==> config.mk <==
export PLATFORM = sky130hd
export DESIGN_NAME = pdps_top
export DESIGN_NICKNAME = d
export VERILOG_FILES = /design/src/rtl/pdps_top.v
export VERILOG_INCLUDE_DIRS = /design/src /design/src/rtl
export SDC_FILE = /design/constraint.sdc
export NUM_CORES = 1
export LEC_CHECK = 0
export ABC_CLOCK_PERIOD_IN_PS = 4050
export BUFFER_PORTS_ARGS = -buffer_cell sky130_fd_sc_hd__buf_4
export CAP_MARGIN = 10
export CORE_MARGIN = 3
export CORE_UTILIZATION = 61
export DETAILED_ROUTE_END_ITERATION = 16
export PLACE_DENSITY = 0.94
export SETUP_SLACK_MARGIN = 0.3
export SLEW_MARGIN = 10
export SYNTH_ARGS = -nofsm -noshare
export SYNTH_HDL_FRONTEND = slang
export SYNTH_SLANG_ARGS = --single-unit
export TNS_END_PERCENT = 5
==> constraint.sdc <==
create_clock -name aclk -period 4.05 [get_ports aclk]
set_input_delay 0.405 -clock aclk [delete_from_list [all_inputs] [get_ports aclk]]
set_output_delay 0.405 -clock aclk [all_outputs]
set_load 0.005 [all_outputs]
==> src/rtl/pdps_regs.vh <==
`ifndef PDPS_REGS_VH
`define PDPS_REGS_VH

/*
 * Register offsets, field positions, reset values and timing counts of
 * the PWM driver protocol selector.
 * Assumes a 250 MHz aclk and byte addresses on the AXI4-Lite bus.
 */

`define PDPS_ADDR_CTRL    8'h00
`define PDPS_ADDR_PERIOD  8'h04
`define PDPS_ADDR_DUTY    8'h08
`define PDPS_ADDR_STATUS  8'h0C

`define PDPS_CTRL_DCM     0
`define PDPS_CTRL_PROT_LO 1
`define PDPS_CTRL_PROT_HI 2
`define PDPS_CTRL_RUN     3

`define PDPS_PROT_DEFAULT 2'h0
`define PDPS_CTRL_RESET   4'h0
`define PDPS_PERIOD_RESET 16'h00F9
`define PDPS_DUTY_RESET   16'h0000

`define PDPS_CLK_MHZ      250
`define PDPS_FETCH_MS     35
`define PDPS_SETTLE_NS    2000
`define PDPS_FETCH_CYC    (`PDPS_FETCH_MS * 1000 * `PDPS_CLK_MHZ)
`define PDPS_SETTLE_CYC   ((`PDPS_SETTLE_NS * `PDPS_CLK_MHZ + 999) / 1000)

`define PDPS_RESP_OKAY    2'h0
`define PDPS_RESP_SLVERR  2'h2

`endif

==> src/rtl/pdps_top.v <==
/*
 * PWM driver protocol selector with an AXI4-Lite register slave, a small
 * PWM generator and the power-up protocol fetch sequence.
 * Assumes synchronous pins, a nonvolatile loader answering on nvm_valid,
 * and an outside wire resolver for the three-state pwm and enable pins.
 */
// The implementer's own choices: the placing of the registers and the AXI4-Lite register port.
`include "pdps_regs.vh"

module pdps_top #(
  parameter FETCH_CYCLES = `PDPS_FETCH_CYC
) (
  input  wire        aclk,
  input  wire        aresetn,
  input  wire        ce,
  input  wire [7:0]  s_axi_awaddr,
  input  wire        s_axi_awvalid,
  output wire        s_axi_awready,
  input  wire [31:0] s_axi_wdata,
  input  wire [3:0]  s_axi_wstrb,
  input  wire        s_axi_wvalid,
  output wire        s_axi_wready,
  output reg  [1:0]  s_axi_bresp,
  output reg         s_axi_bvalid,
  input  wire        s_axi_bready,
  input  wire [7:0]  s_axi_araddr,
  input  wire        s_axi_arvalid,
  output wire        s_axi_arready,
  output reg  [31:0] s_axi_rdata,
  output reg  [1:0]  s_axi_rresp,
  output reg         s_axi_rvalid,
  input  wire        s_axi_rready,
  output wire        nvm_req,
  input  wire        nvm_valid,
  input  wire [1:0]  nvm_protocol,
  input  wire        nvm_dcm,
  input  wire        zero_current,
  output reg         pwm_o,
  output reg         pwm_oe,
  input  wire        en_i,
  output reg         en_o,
  output reg         en_oe,
  output reg         en_pulldown
);

  localparam [1:0]  ST_SETTLE = 2'd0;
  localparam [1:0]  ST_FETCH  = 2'd1;
  localparam [1:0]  ST_RUN    = 2'd2;
  localparam integer FETCH_LAST_I  = FETCH_CYCLES - 1;
  localparam integer SETTLE_LAST_I = `PDPS_SETTLE_CYC - 1;
  localparam [23:0]  FETCH_LAST    = FETCH_LAST_I[23:0];
  localparam [23:0]  SETTLE_LAST   = SETTLE_LAST_I[23:0];

  reg  [1:0]  state_q;
  reg  [23:0] timer_q;
  reg         strap_q;
  reg         from_nvm_q;
  reg         timeout_q;
  reg  [3:0]  ctrl_q;
  reg  [15:0] period_q;
  reg  [15:0] duty_q;
  reg  [15:0] cnt_q;
  reg         aw_got_q;
  reg         w_got_q;
  reg  [7:0]  awaddr_q;
  reg  [31:0] wdata_q;
  reg  [3:0]  wstrb_q;
  reg  [31:0] rdata_d;
  reg         rmap_d;
  reg         pwm_d;
  reg         pwm_oe_d;
  reg         en_o_d;
  reg         en_oe_d;
  reg         pd_d;

  wire [1:0] prot    = ctrl_q[`PDPS_CTRL_PROT_HI:`PDPS_CTRL_PROT_LO];
  wire       running = (state_q == ST_RUN);
  wire       wr_go   = aw_got_q && w_got_q && !s_axi_bvalid;
  wire       wr_map  = (awaddr_q[7:2] <= `PDPS_ADDR_STATUS >> 2) &&
                       (awaddr_q[1:0] == 2'b00);
  // Strap high forbids discontinuous conduction, in protocol 0 only.
  wire       dcm_eff = ctrl_q[`PDPS_CTRL_DCM] &&
                       !((prot == 2'h0) && strap_q);

  // Merges the enabled byte lanes of new into old.
  function [31:0] merge;
    input [31:0] old;
    input [31:0] nval;
    input [3:0]  strb;
    integer      i;
    begin
      merge = old;
      for (i = 0; i < 4; i = i + 1) begin
        if (strb[i]) begin
          merge[i*8 +: 8] = nval[i*8 +: 8];
        end
      end
    end
  endfunction

  assign s_axi_awready = ce && !aw_got_q && !s_axi_bvalid;
  assign s_axi_wready  = ce && !w_got_q && !s_axi_bvalid;
  assign s_axi_arready = ce && !s_axi_rvalid;
  assign nvm_req       = (state_q == ST_FETCH);

  wire [31:0] ctrl_wr   = merge({28'h0, ctrl_q}, wdata_q, wstrb_q);
  wire [31:0] period_wr = merge({16'h0, period_q}, wdata_q, wstrb_q);
  wire [31:0] duty_wr   = merge({16'h0, duty_q}, wdata_q, wstrb_q);

  always @* begin
    rdata_d = 32'h0000_0000;
    rmap_d  = 1'b1;
    case (s_axi_araddr)
      `PDPS_ADDR_CTRL:   rdata_d = {28'h0, ctrl_q};
      `PDPS_ADDR_PERIOD: rdata_d = {16'h0, period_q};
      `PDPS_ADDR_DUTY:   rdata_d = {16'h0, duty_q};
      `PDPS_ADDR_STATUS: rdata_d = {24'h0, timeout_q, from_nvm_q, dcm_eff,
                                    prot, strap_q, state_q};
      default:           rmap_d  = 1'b0;
    endcase
  end

  // Output pin drive per protocol and sequencer state.
  always @* begin
    pwm_d    = 1'b0;
    pwm_oe_d = 1'b0;
    en_o_d   = 1'b0;
    en_oe_d  = 1'b0;
    pd_d     = 1'b1;
    if (running && (prot != 2'h0)) begin
      pd_d    = 1'b0;
      en_oe_d = 1'b1;
      en_o_d  = ctrl_q[`PDPS_CTRL_RUN];
    end
    if (running && ctrl_q[`PDPS_CTRL_RUN]) begin
      pwm_d    = (cnt_q < duty_q);
      pwm_oe_d = 1'b1;
      // Floating the pwm pin in the off phase lets a fast driver emulate
      // a diode; without discontinuous conduction both edges are driven.
      if ((prot == 2'h0) && dcm_eff && !pwm_d && zero_current) begin
        pwm_oe_d = 1'b0;
      end
    end
  end

  always @(posedge aclk) begin
    if (!aresetn) begin
      state_q      <= ST_SETTLE;
      timer_q      <= 24'h00_0000;
      strap_q      <= 1'b0;
      from_nvm_q   <= 1'b0;
      timeout_q    <= 1'b0;
      ctrl_q       <= `PDPS_CTRL_RESET;
      period_q     <= `PDPS_PERIOD_RESET;
      duty_q       <= `PDPS_DUTY_RESET;
      cnt_q        <= 16'h0000;
      aw_got_q     <= 1'b0;
      w_got_q      <= 1'b0;
      awaddr_q     <= 8'h00;
      wdata_q      <= 32'h0000_0000;
      wstrb_q      <= 4'h0;
      s_axi_bvalid <= 1'b0;
      s_axi_bresp  <= `PDPS_RESP_OKAY;
      s_axi_rvalid <= 1'b0;
      s_axi_rresp  <= `PDPS_RESP_OKAY;
      s_axi_rdata  <= 32'h0000_0000;
      pwm_o        <= 1'b0;
      pwm_oe       <= 1'b0;
      en_o         <= 1'b0;
      en_oe        <= 1'b0;
      en_pulldown  <= 1'b1;
    end else if (ce) begin
      pwm_o       <= pwm_d;
      pwm_oe      <= pwm_oe_d;
      en_o        <= en_o_d;
      en_oe       <= en_oe_d;
      en_pulldown <= pd_d;

      case (state_q)
        ST_SETTLE: begin
          timer_q <= timer_q + 24'h00_0001;
          if (timer_q == SETTLE_LAST) begin
            strap_q <= en_i;
            state_q <= ST_FETCH;
          end
        end
        ST_FETCH: begin
          timer_q <= timer_q + 24'h00_0001;
          if (nvm_valid) begin
            ctrl_q[`PDPS_CTRL_PROT_HI:`PDPS_CTRL_PROT_LO] <= nvm_protocol;
            ctrl_q[`PDPS_CTRL_DCM] <= nvm_dcm;
            from_nvm_q <= 1'b1;
            state_q    <= ST_RUN;
          end else if (timer_q == FETCH_LAST) begin
            timeout_q <= 1'b1;
            state_q   <= ST_RUN;
          end
        end
        ST_RUN: begin
          if (cnt_q >= period_q) begin
            cnt_q <= 16'h0000;
          end else begin
            cnt_q <= cnt_q + 16'h0001;
          end
        end
        default: begin
          state_q <= ST_SETTLE;
        end
      endcase

      if (s_axi_awvalid && s_axi_awready) begin
        aw_got_q <= 1'b1;
        awaddr_q <= s_axi_awaddr;
      end
      if (s_axi_wvalid && s_axi_wready) begin
        w_got_q <= 1'b1;
        wdata_q <= s_axi_wdata;
        wstrb_q <= s_axi_wstrb;
      end
      if (wr_go) begin
        aw_got_q     <= 1'b0;
        w_got_q      <= 1'b0;
        s_axi_bvalid <= 1'b1;
        s_axi_bresp  <= wr_map ? `PDPS_RESP_OKAY : `PDPS_RESP_SLVERR;
        case (awaddr_q)
          `PDPS_ADDR_CTRL: begin
            // Software setting is ignored while the stored one is fetched.
            if (running) begin
              ctrl_q <= ctrl_wr[3:0];
            end
          end
          `PDPS_ADDR_PERIOD: begin
            period_q <= period_wr[15:0];
          end
          `PDPS_ADDR_DUTY: begin
            duty_q <= duty_wr[15:0];
          end
          default: begin
            period_q <= period_q;
          end
        endcase
      end else if (s_axi_bvalid && s_axi_bready) begin
        s_axi_bvalid <= 1'b0;
      end

      if (s_axi_arvalid && s_axi_arready) begin
        s_axi_rvalid <= 1'b1;
        s_axi_rdata  <= rdata_d;
        s_axi_rresp  <= rmap_d ? `PDPS_RESP_OKAY : `PDPS_RESP_SLVERR;
      end else if (s_axi_rvalid && s_axi_rready) begin
        s_axi_rvalid <= 1'b0;
      end
    end
  end

endmodule

==> impl_results.md, run 1 <==
- Status: complete, no violations
- Post-CTS Resized: 0
- Slew Limit Fails: 0
- Hold-fix buffers, CTS: 0
- Crit path DAT: 2.69 ns
- Initial antenna violation count: 0
- Fraction of layout cells with a size suffix above 1: 0.148
- HPWL after DPL: 11400 microns
- Die Area: 12400 sq um
- Commonest cells after routing, fill and taps aside: dfxtp_1 (134), nand2_1 (129), buf_4 (78), inv_1 (42), nor3_1 (38)
- Largest delay share family, worst path: compound AO/OA/AOI/OAI gates
- Crit end category: register
- Antenna Cells: 0
- # nets final: 942
- Critical Path Source Type: register
- I/O Pins: 113
- Largest net degree at the start of global routing: 76
- Most used DFF post-synth: dfxtp_1
- CTS Root Buffer Type: clkbuf_8
- Number of synthesized flops with an enable pin: 0
- DRC viols: 0
- Area added between synthesis and finish: 16.7%
- Synth top area cells: dfxtp_1 (40%), nand2_1 (7.2%), ha_1 (6.1%)
- Yosys top cell area share: 0.397
- Crit path kind: register to register
- Pre-Repair DR Iteration Count: 6
- Slowest CP cell: o21ai_1
- Synth Warn #: 0
- Post-Syn Instances: 784
- Vias in the first global route: 5652
- CORE AREA: 10600 sq um
- Final Routed Wirelength: 16900 microns
- H-tree levels: 4
- GRT overflow: 0
- Sequential area share after synthesis: 0.397
- Yosys cell types: 58
- Bufs on Longest Clock Path: 2
- Critical path required time: 4.42 ns
- Hold crit path type: input pin to register
- Most common cell after layout, fill and taps aside: dfxtp_1
- Total power: 0.00308 W
- Max frequency: 431 MHz
- TritonCTS clock tree: built
- DRT antenna net count: 0
- Max-cap violations: 0
- #FFs+latches synth: 134
- Slew @ Worst Pin: 1.11 ns
- Max-slew headroom: 0.253
- RSZ-0062 raised after global routing: false
- Fill cells: 711
- Cells along the critical path: inv_1 > ha_1 > nand3_1 > o221ai_1 > a21oi_1 > o21ai_1 > nor3_1
- Via density: 6.03
- Setup TNS: 0 ns
- Hold Violations, Final: 0
- RD Place Congestion: 0.913
- Final Cycle Share: 0.572
- Lkg Pwr: 3.05 nW
- Worst clock skew: 0.00579 ns
- First-pass GRT wire length: 27500 microns
- CP Max Fanout: 16
- Port buffer count: 76
- Initial drt markers: 513
- DR WL/cell: 17.1 microns
- Syn avg cell area: 8.62 sq um
- Setup-failing EPs final: 0
- CP bufs+invs: 1
- Max VDD drop: 0.000374 V
- Total CTS buffers: 17
- Die Span Y: 111 microns
- CTS Sinks: 134
- Crit path largest cell delay: 0.86 ns
- Horiz. Die Dim: 111 microns
- Final min period: 2.32 ns
- Post-Synthesis Cell Area: 6760 sq um
- Initial Util: 0.640
- Clock latency on the worst-skew pair: 0.55 ns
- FFs w/ async S/R, synth: 0
- Pwr per Cell Area: 390 nW/um^2
- Postcts setup bufs: 0
- Post-synth top area cell: dfxtp_1
- Clk pin slew, worst setup/hold paths: 0.06 ns
- Cell Rows: 37
- Vias: 5985
- GRT Resource Usage Total: 0.274
==> state kept, by name (all words and copies together), names as in the netlist, 2 cells and up <==
signal and flops:
awaddr_q 8, cnt_q 16, ctrl_q 4, duty_q 16, period_q 16, s_axi_rdata 16, state_q 2, timer_q 24
wdata_q 16, wstrb_q 2
==> cells in the mapped netlist (23+ instances only) <==
cell type	count
dfxtp_1	134
ha_1	33
nor2b_1	27
a21boi_0	31
nor3_1	38
and2_1	25
clkbuf_1	24
inv_1	42
nor2_1	23
o21ai_0	28
nand3_1	30
nand2_1	129
==> per-stage QoR <==
step	utilization	instance area [sq um]	std cells	setup WS [ns]	hold WS, ns
finish	0.747	7890	992	1.73	0.120
detailed placement	0.690	7280	960	1.76	0.462
floorplan	-	6820	801	2.25	0.435
global route	0.747	7890	992	1.54	0.114
global placement	0.690	7280	960	1.82	0.451
CTS	0.747	7890	992	1.74	0.107
==> layout make-up <==
type,count,area (sq um),share of cell area
flip-flops and latches,134,2680,0.340
repair buffers,78,586,0.0743
clock buffers,21,459,0.0582
inverters,42,158,0.0200
well taps,136,170,0.0216
multi-input cells,570,3680,0.467
clock inverters,11,148,0.0187
==> power breakdown <==
part	switching (W)	leakage [nW]	total [W]	internal (W)
clock network	0.000580	0.298	0.00157	0.000988
logic	0.0000869	1.67	0.000153	0.0000663
registers	0.0000186	1.08	0.00136	0.00134
total	0.000686	3.05	0.00308	0.00239
==> final timing paths <==
check / start / endpoint / slack, ns / cells past startpoint
min reg2reg: wdata_q[10]$_SDFFE_PN0P_ / wdata_q[10]$_SDFFE_PN0P_ / 0.47 / 2
max: period_q[11]$_SDFFE_PN0P_ / cnt_q[7]$_SDFFE_PN0P_ / 1.73 / 7
max reg2reg: period_q[11]$_SDFFE_PN0P_ / cnt_q[7]$_SDFFE_PN0P_ / 1.73 / 7
min: s_axi_wdata[10] / wdata_q[10]$_SDFFE_PN0P_ / 0.12 / 3
==> per-layer routing <==
| layer | part of all wire | wire [microns] | vias to the layer above | GRT usage |
|---|---|---|---|---|
| met2 | 0.47 | 7950 | 326 | 0.435 |
| li1 | - | - | 2799 | - |
| met3 | 0.084 | 1430 | 61 | 0.0666 |
| met5 | 0 | 0 | - | 0 |
| met1 | 0.41 | 7030 | 2799 | 0.351 |
| met4 | 0.032 | 539 | 0 | 0.129 |
==> worst register-to-register path, stage by stage, from the launching register on <==
cell and delay [ns]:
dfxtp_1 0.40, inv_1 0.06, ha_1 0.29, nand3_1 0.10
o221ai_1 0.17, a21oi_1 0.10, o21ai_1 0.86, nor3_1 0.17
==> cell families after synthesis <==
family,share of synthesized area
AO/OA/AOI/OAI,0.118
XOR/XNOR,0.0480
adder cells (fa/ha/maj),0.0611
buffers and inverters,0.0674
flip-flops,0.397
multiplexers,0.0444
other,0.000555
AND/OR/NAND/NOR,0.263
(Power assumes the default switching activity.)
==> run 2, diff against run 1 <==
Settings changed: ABC_CLOCK_PERIOD_IN_PS 4050 to 2200, CORE_UTILIZATION 61 to 57, PLACE_DENSITY 0.94 to 0.89.
Clock period 4.05 ns to 2.2 ns, I/O delays scaled along.
==> run 2 against run 1 <==
Against the previous run:
- critical path depth is 1 higher
- cell area is 2.2% higher
- critical endpoint is now cnt_q[13]$_SDFFE_PN0P_
- via count shrank 2.4%
- utilization shrank 4.7 points
- largest cell class unchanged
- register-to-register slack got worse by 1.5 ns
- clock power is 87% higher
- first-iteration DRC count shrank 20%
- cell count rose by 2.2%
- clock-buffer cell count decreased by 3
- global-route usage decreased by 1.4 points
- hold slack got worse by 0.070 ns
==> impl_results.md, run 2 (synthesized netlist as in run 1, its figures left out) <==
- Bufs on Longest Clock Path: 2
- Reg2Reg Launch Point: period_q[13]$_SDFFE_PN0P_
- Final Routed Wirelength: 16700 microns
- WHS Endpoint: wdata_q[5]$_SDFFE_PN0P_
- CTS Sinks: 134
- DRC viols: 0
- Clk pin slew, worst setup/hold paths: 0.06 ns
- CTS Root Buffer Type: clkbuf_16
- Multi-input logic area: 3710 sq um
- Via density: 5.76
- Critical Path Source Type: register
- Largest net degree at the start of global routing: 109
- Setup TNS: 0 ns
- Hold WS: 0.0500 ns
- Clock latency on the worst-skew pair: 0.43 ns
- Top Usage Layer GRT: met2
- GRT Resource Usage Total: 0.260
- Worst Reg-to-Reg Cells: 8
- Post-route insts no fill: 1014
- Worst path depth: 8
- Lkg Pwr: 3.15 nW
- Slew @ Worst Pin: 0.606 ns
- GR Layer Usage met2: 0.408
- Cell Rows: 39
- Total power: 0.00573 W
- Cells after DPL: 982
- Horiz. Die Dim: 115 microns
- Seq. cell area: 2680 sq um
- Crit path largest cell delay: 0.38 ns
- Slew Limit Fails: 0
- Fraction of layout cells with a size suffix above 1: 0.170
- HPWL after DPL: 11500 microns
- Reg-to-reg setup timing slack: 0.24 ns
- Cells along the critical path: inv_1 > ha_1 > and3_1 > nand3_1 > a211oi_1 > and3_1 > buf_4 > nor3_1
- M1 GR Usage: 0.346
- Pre-Repair DR Iteration Count: 7
- Biggest register: timer_q
- Initial antenna violation count: 0
- CP Max Fanout: 16
- Hold Violations, Final: 0
- Vias in the first global route: 5655
- Crit path kind: register to register
- Initial Util: 0.587
- Initial drt markers: 412
- Max frequency: 511 MHz
- Final min period: 1.96 ns
- Hold path cells: 3
- I/O Pins: 113
- Most common cell after layout, fill and taps aside: dfxtp_1
- Critical path required time: 2.49 ns
- Crit path DAT: 2.24 ns
- TritonCTS clock tree: built
- Hold_sp: s_axi_wdata[5]
- First-pass GRT wire length: 27400 microns
- Max VDD drop: 0.000540 V
- CP bufs+invs: 2
- Largest delay share family, worst path: simple AND/OR/NAND/NOR gates
- GRT overflow: 0
- RD Place Congestion: 0.936
- Fill cells: 839
- DR WL/cell: 16.5 microns
- Worst clock skew: 0.00585 ns
- Status: complete, no violations
- Setup-failing EPs final: 0
- Vias: 5844
- CORE AREA: 11500 sq um
- Die Span Y: 115 microns
- Antenna Cells: 0
- GRT met3 Usage: 0.0605
- Die Area: 13200 sq um
- Area added between synthesis and finish: 19.3%
- Commonest cells after routing, fill and taps aside: dfxtp_1 (133), nand2_1 (129), buf_4 (92), inv_1 (42), nor3_1 (36)
- Hold-fix buffers, CTS: 0
- # nets final: 957
- Slowest CP cell: dfxtp_1
- Final Cycle Share: 0.889
- Max-slew headroom: 0.595
- Max reg flops: 24
- Most used cell, CP: and3_1
- Max-cap violations: 0
- Hold crit path type: input pin to register
- Postcts setup bufs: 0
- Crit Reg-Reg Endpoint: cnt_q[13]$_SDFFE_PN0P_
- H-tree levels: 4
- Total CTS buffers: 17
- Pwr per Cell Area: 711 nW/um^2
- Crit end category: register
- RSZ-0062 raised after global routing: true
- Port buffer count: 76
- DRT antenna net count: 0
- Util after Layout: 0.700
run 2: final cells by class:
cell class	instances	area share
tap	143	0.0222
multi-input combinational	570	0.461
clock inverter	14	0.0217
timing repair buffer	93	0.0882
sequential	134	0.333
clock buffer	18	0.0545
inverter	42	0.0196
run 2: through the flow:
stage / worst slack [ns] / area [sq um]
after floorplan: 0.396 / 6820
after global placement: 0.0655 / 7410
after detailed placement: -0.0724 / 7410
after CTS: 0.262 / 8040
after global routing: 0.172 / 8060
final: 0.243 / 8060
run 2: tightest hold or removal path: stages:
cell and delay, ns:
buf_4 0.11, nand2_1 0.04, a21boi_0 0.06
run 2: worst max-delay path by stage:
stage | from | to | slack (ns)
3_3_place_gp | period_q[12]$_SDFFE_PN0P_ | cnt_q[11]$_SDFFE_PN0P_ | 0.07
6_report | period_q[13]$_SDFFE_PN0P_ | cnt_q[13]$_SDFFE_PN0P_ | 0.24
4_1_cts | period_q[12]$_SDFFE_PN0P_ | cnt_q[13]$_SDFFE_PN0P_ | 0.26
2_1_floorplan | period_q[11]$_SDFFE_PN0P_ | cnt_q[10]$_SDFFE_PN0P_ | 0.40
5_1_grt | timer_q[0]$_SDFFE_PN0P_ | state_q[0]$_SDFFE_PN0P_ | 0.17
3_5_place_dp | period_q[12]$_SDFFE_PN0P_ | cnt_q[2]$_SDFFE_PN0P_ | -0.07
run 2: where the power goes:
group | total, W | switching [W] | internal [W]
combinational | 0.000289 | 0.000160 | 0.000129
sequential | 0.00249 | 0.0000340 | 0.00246
clock | 0.00294 | 0.00112 | 0.00182
run 2: per-layer routing:
| layer | wire (microns) | share of wire | vias to the layer above |
|---|---|---|---|
| met3 | 1160 | 0.069 | 40 |
| met5 | 0 | 0 | - |
| met2 | 7720 | 0.46 | 232 |
| li1 | - | - | 2820 |
| met1 | 7380 | 0.44 | 2752 |
| met4 | 426 | 0.026 | 0 |
run 2: what timing repair did:
item	4_1_cts	5_1_grt
setup endpoints to repair	19	34
pin swaps	1	1
gates resized for setup	2	5
endpoints found under the hold margin	0	0
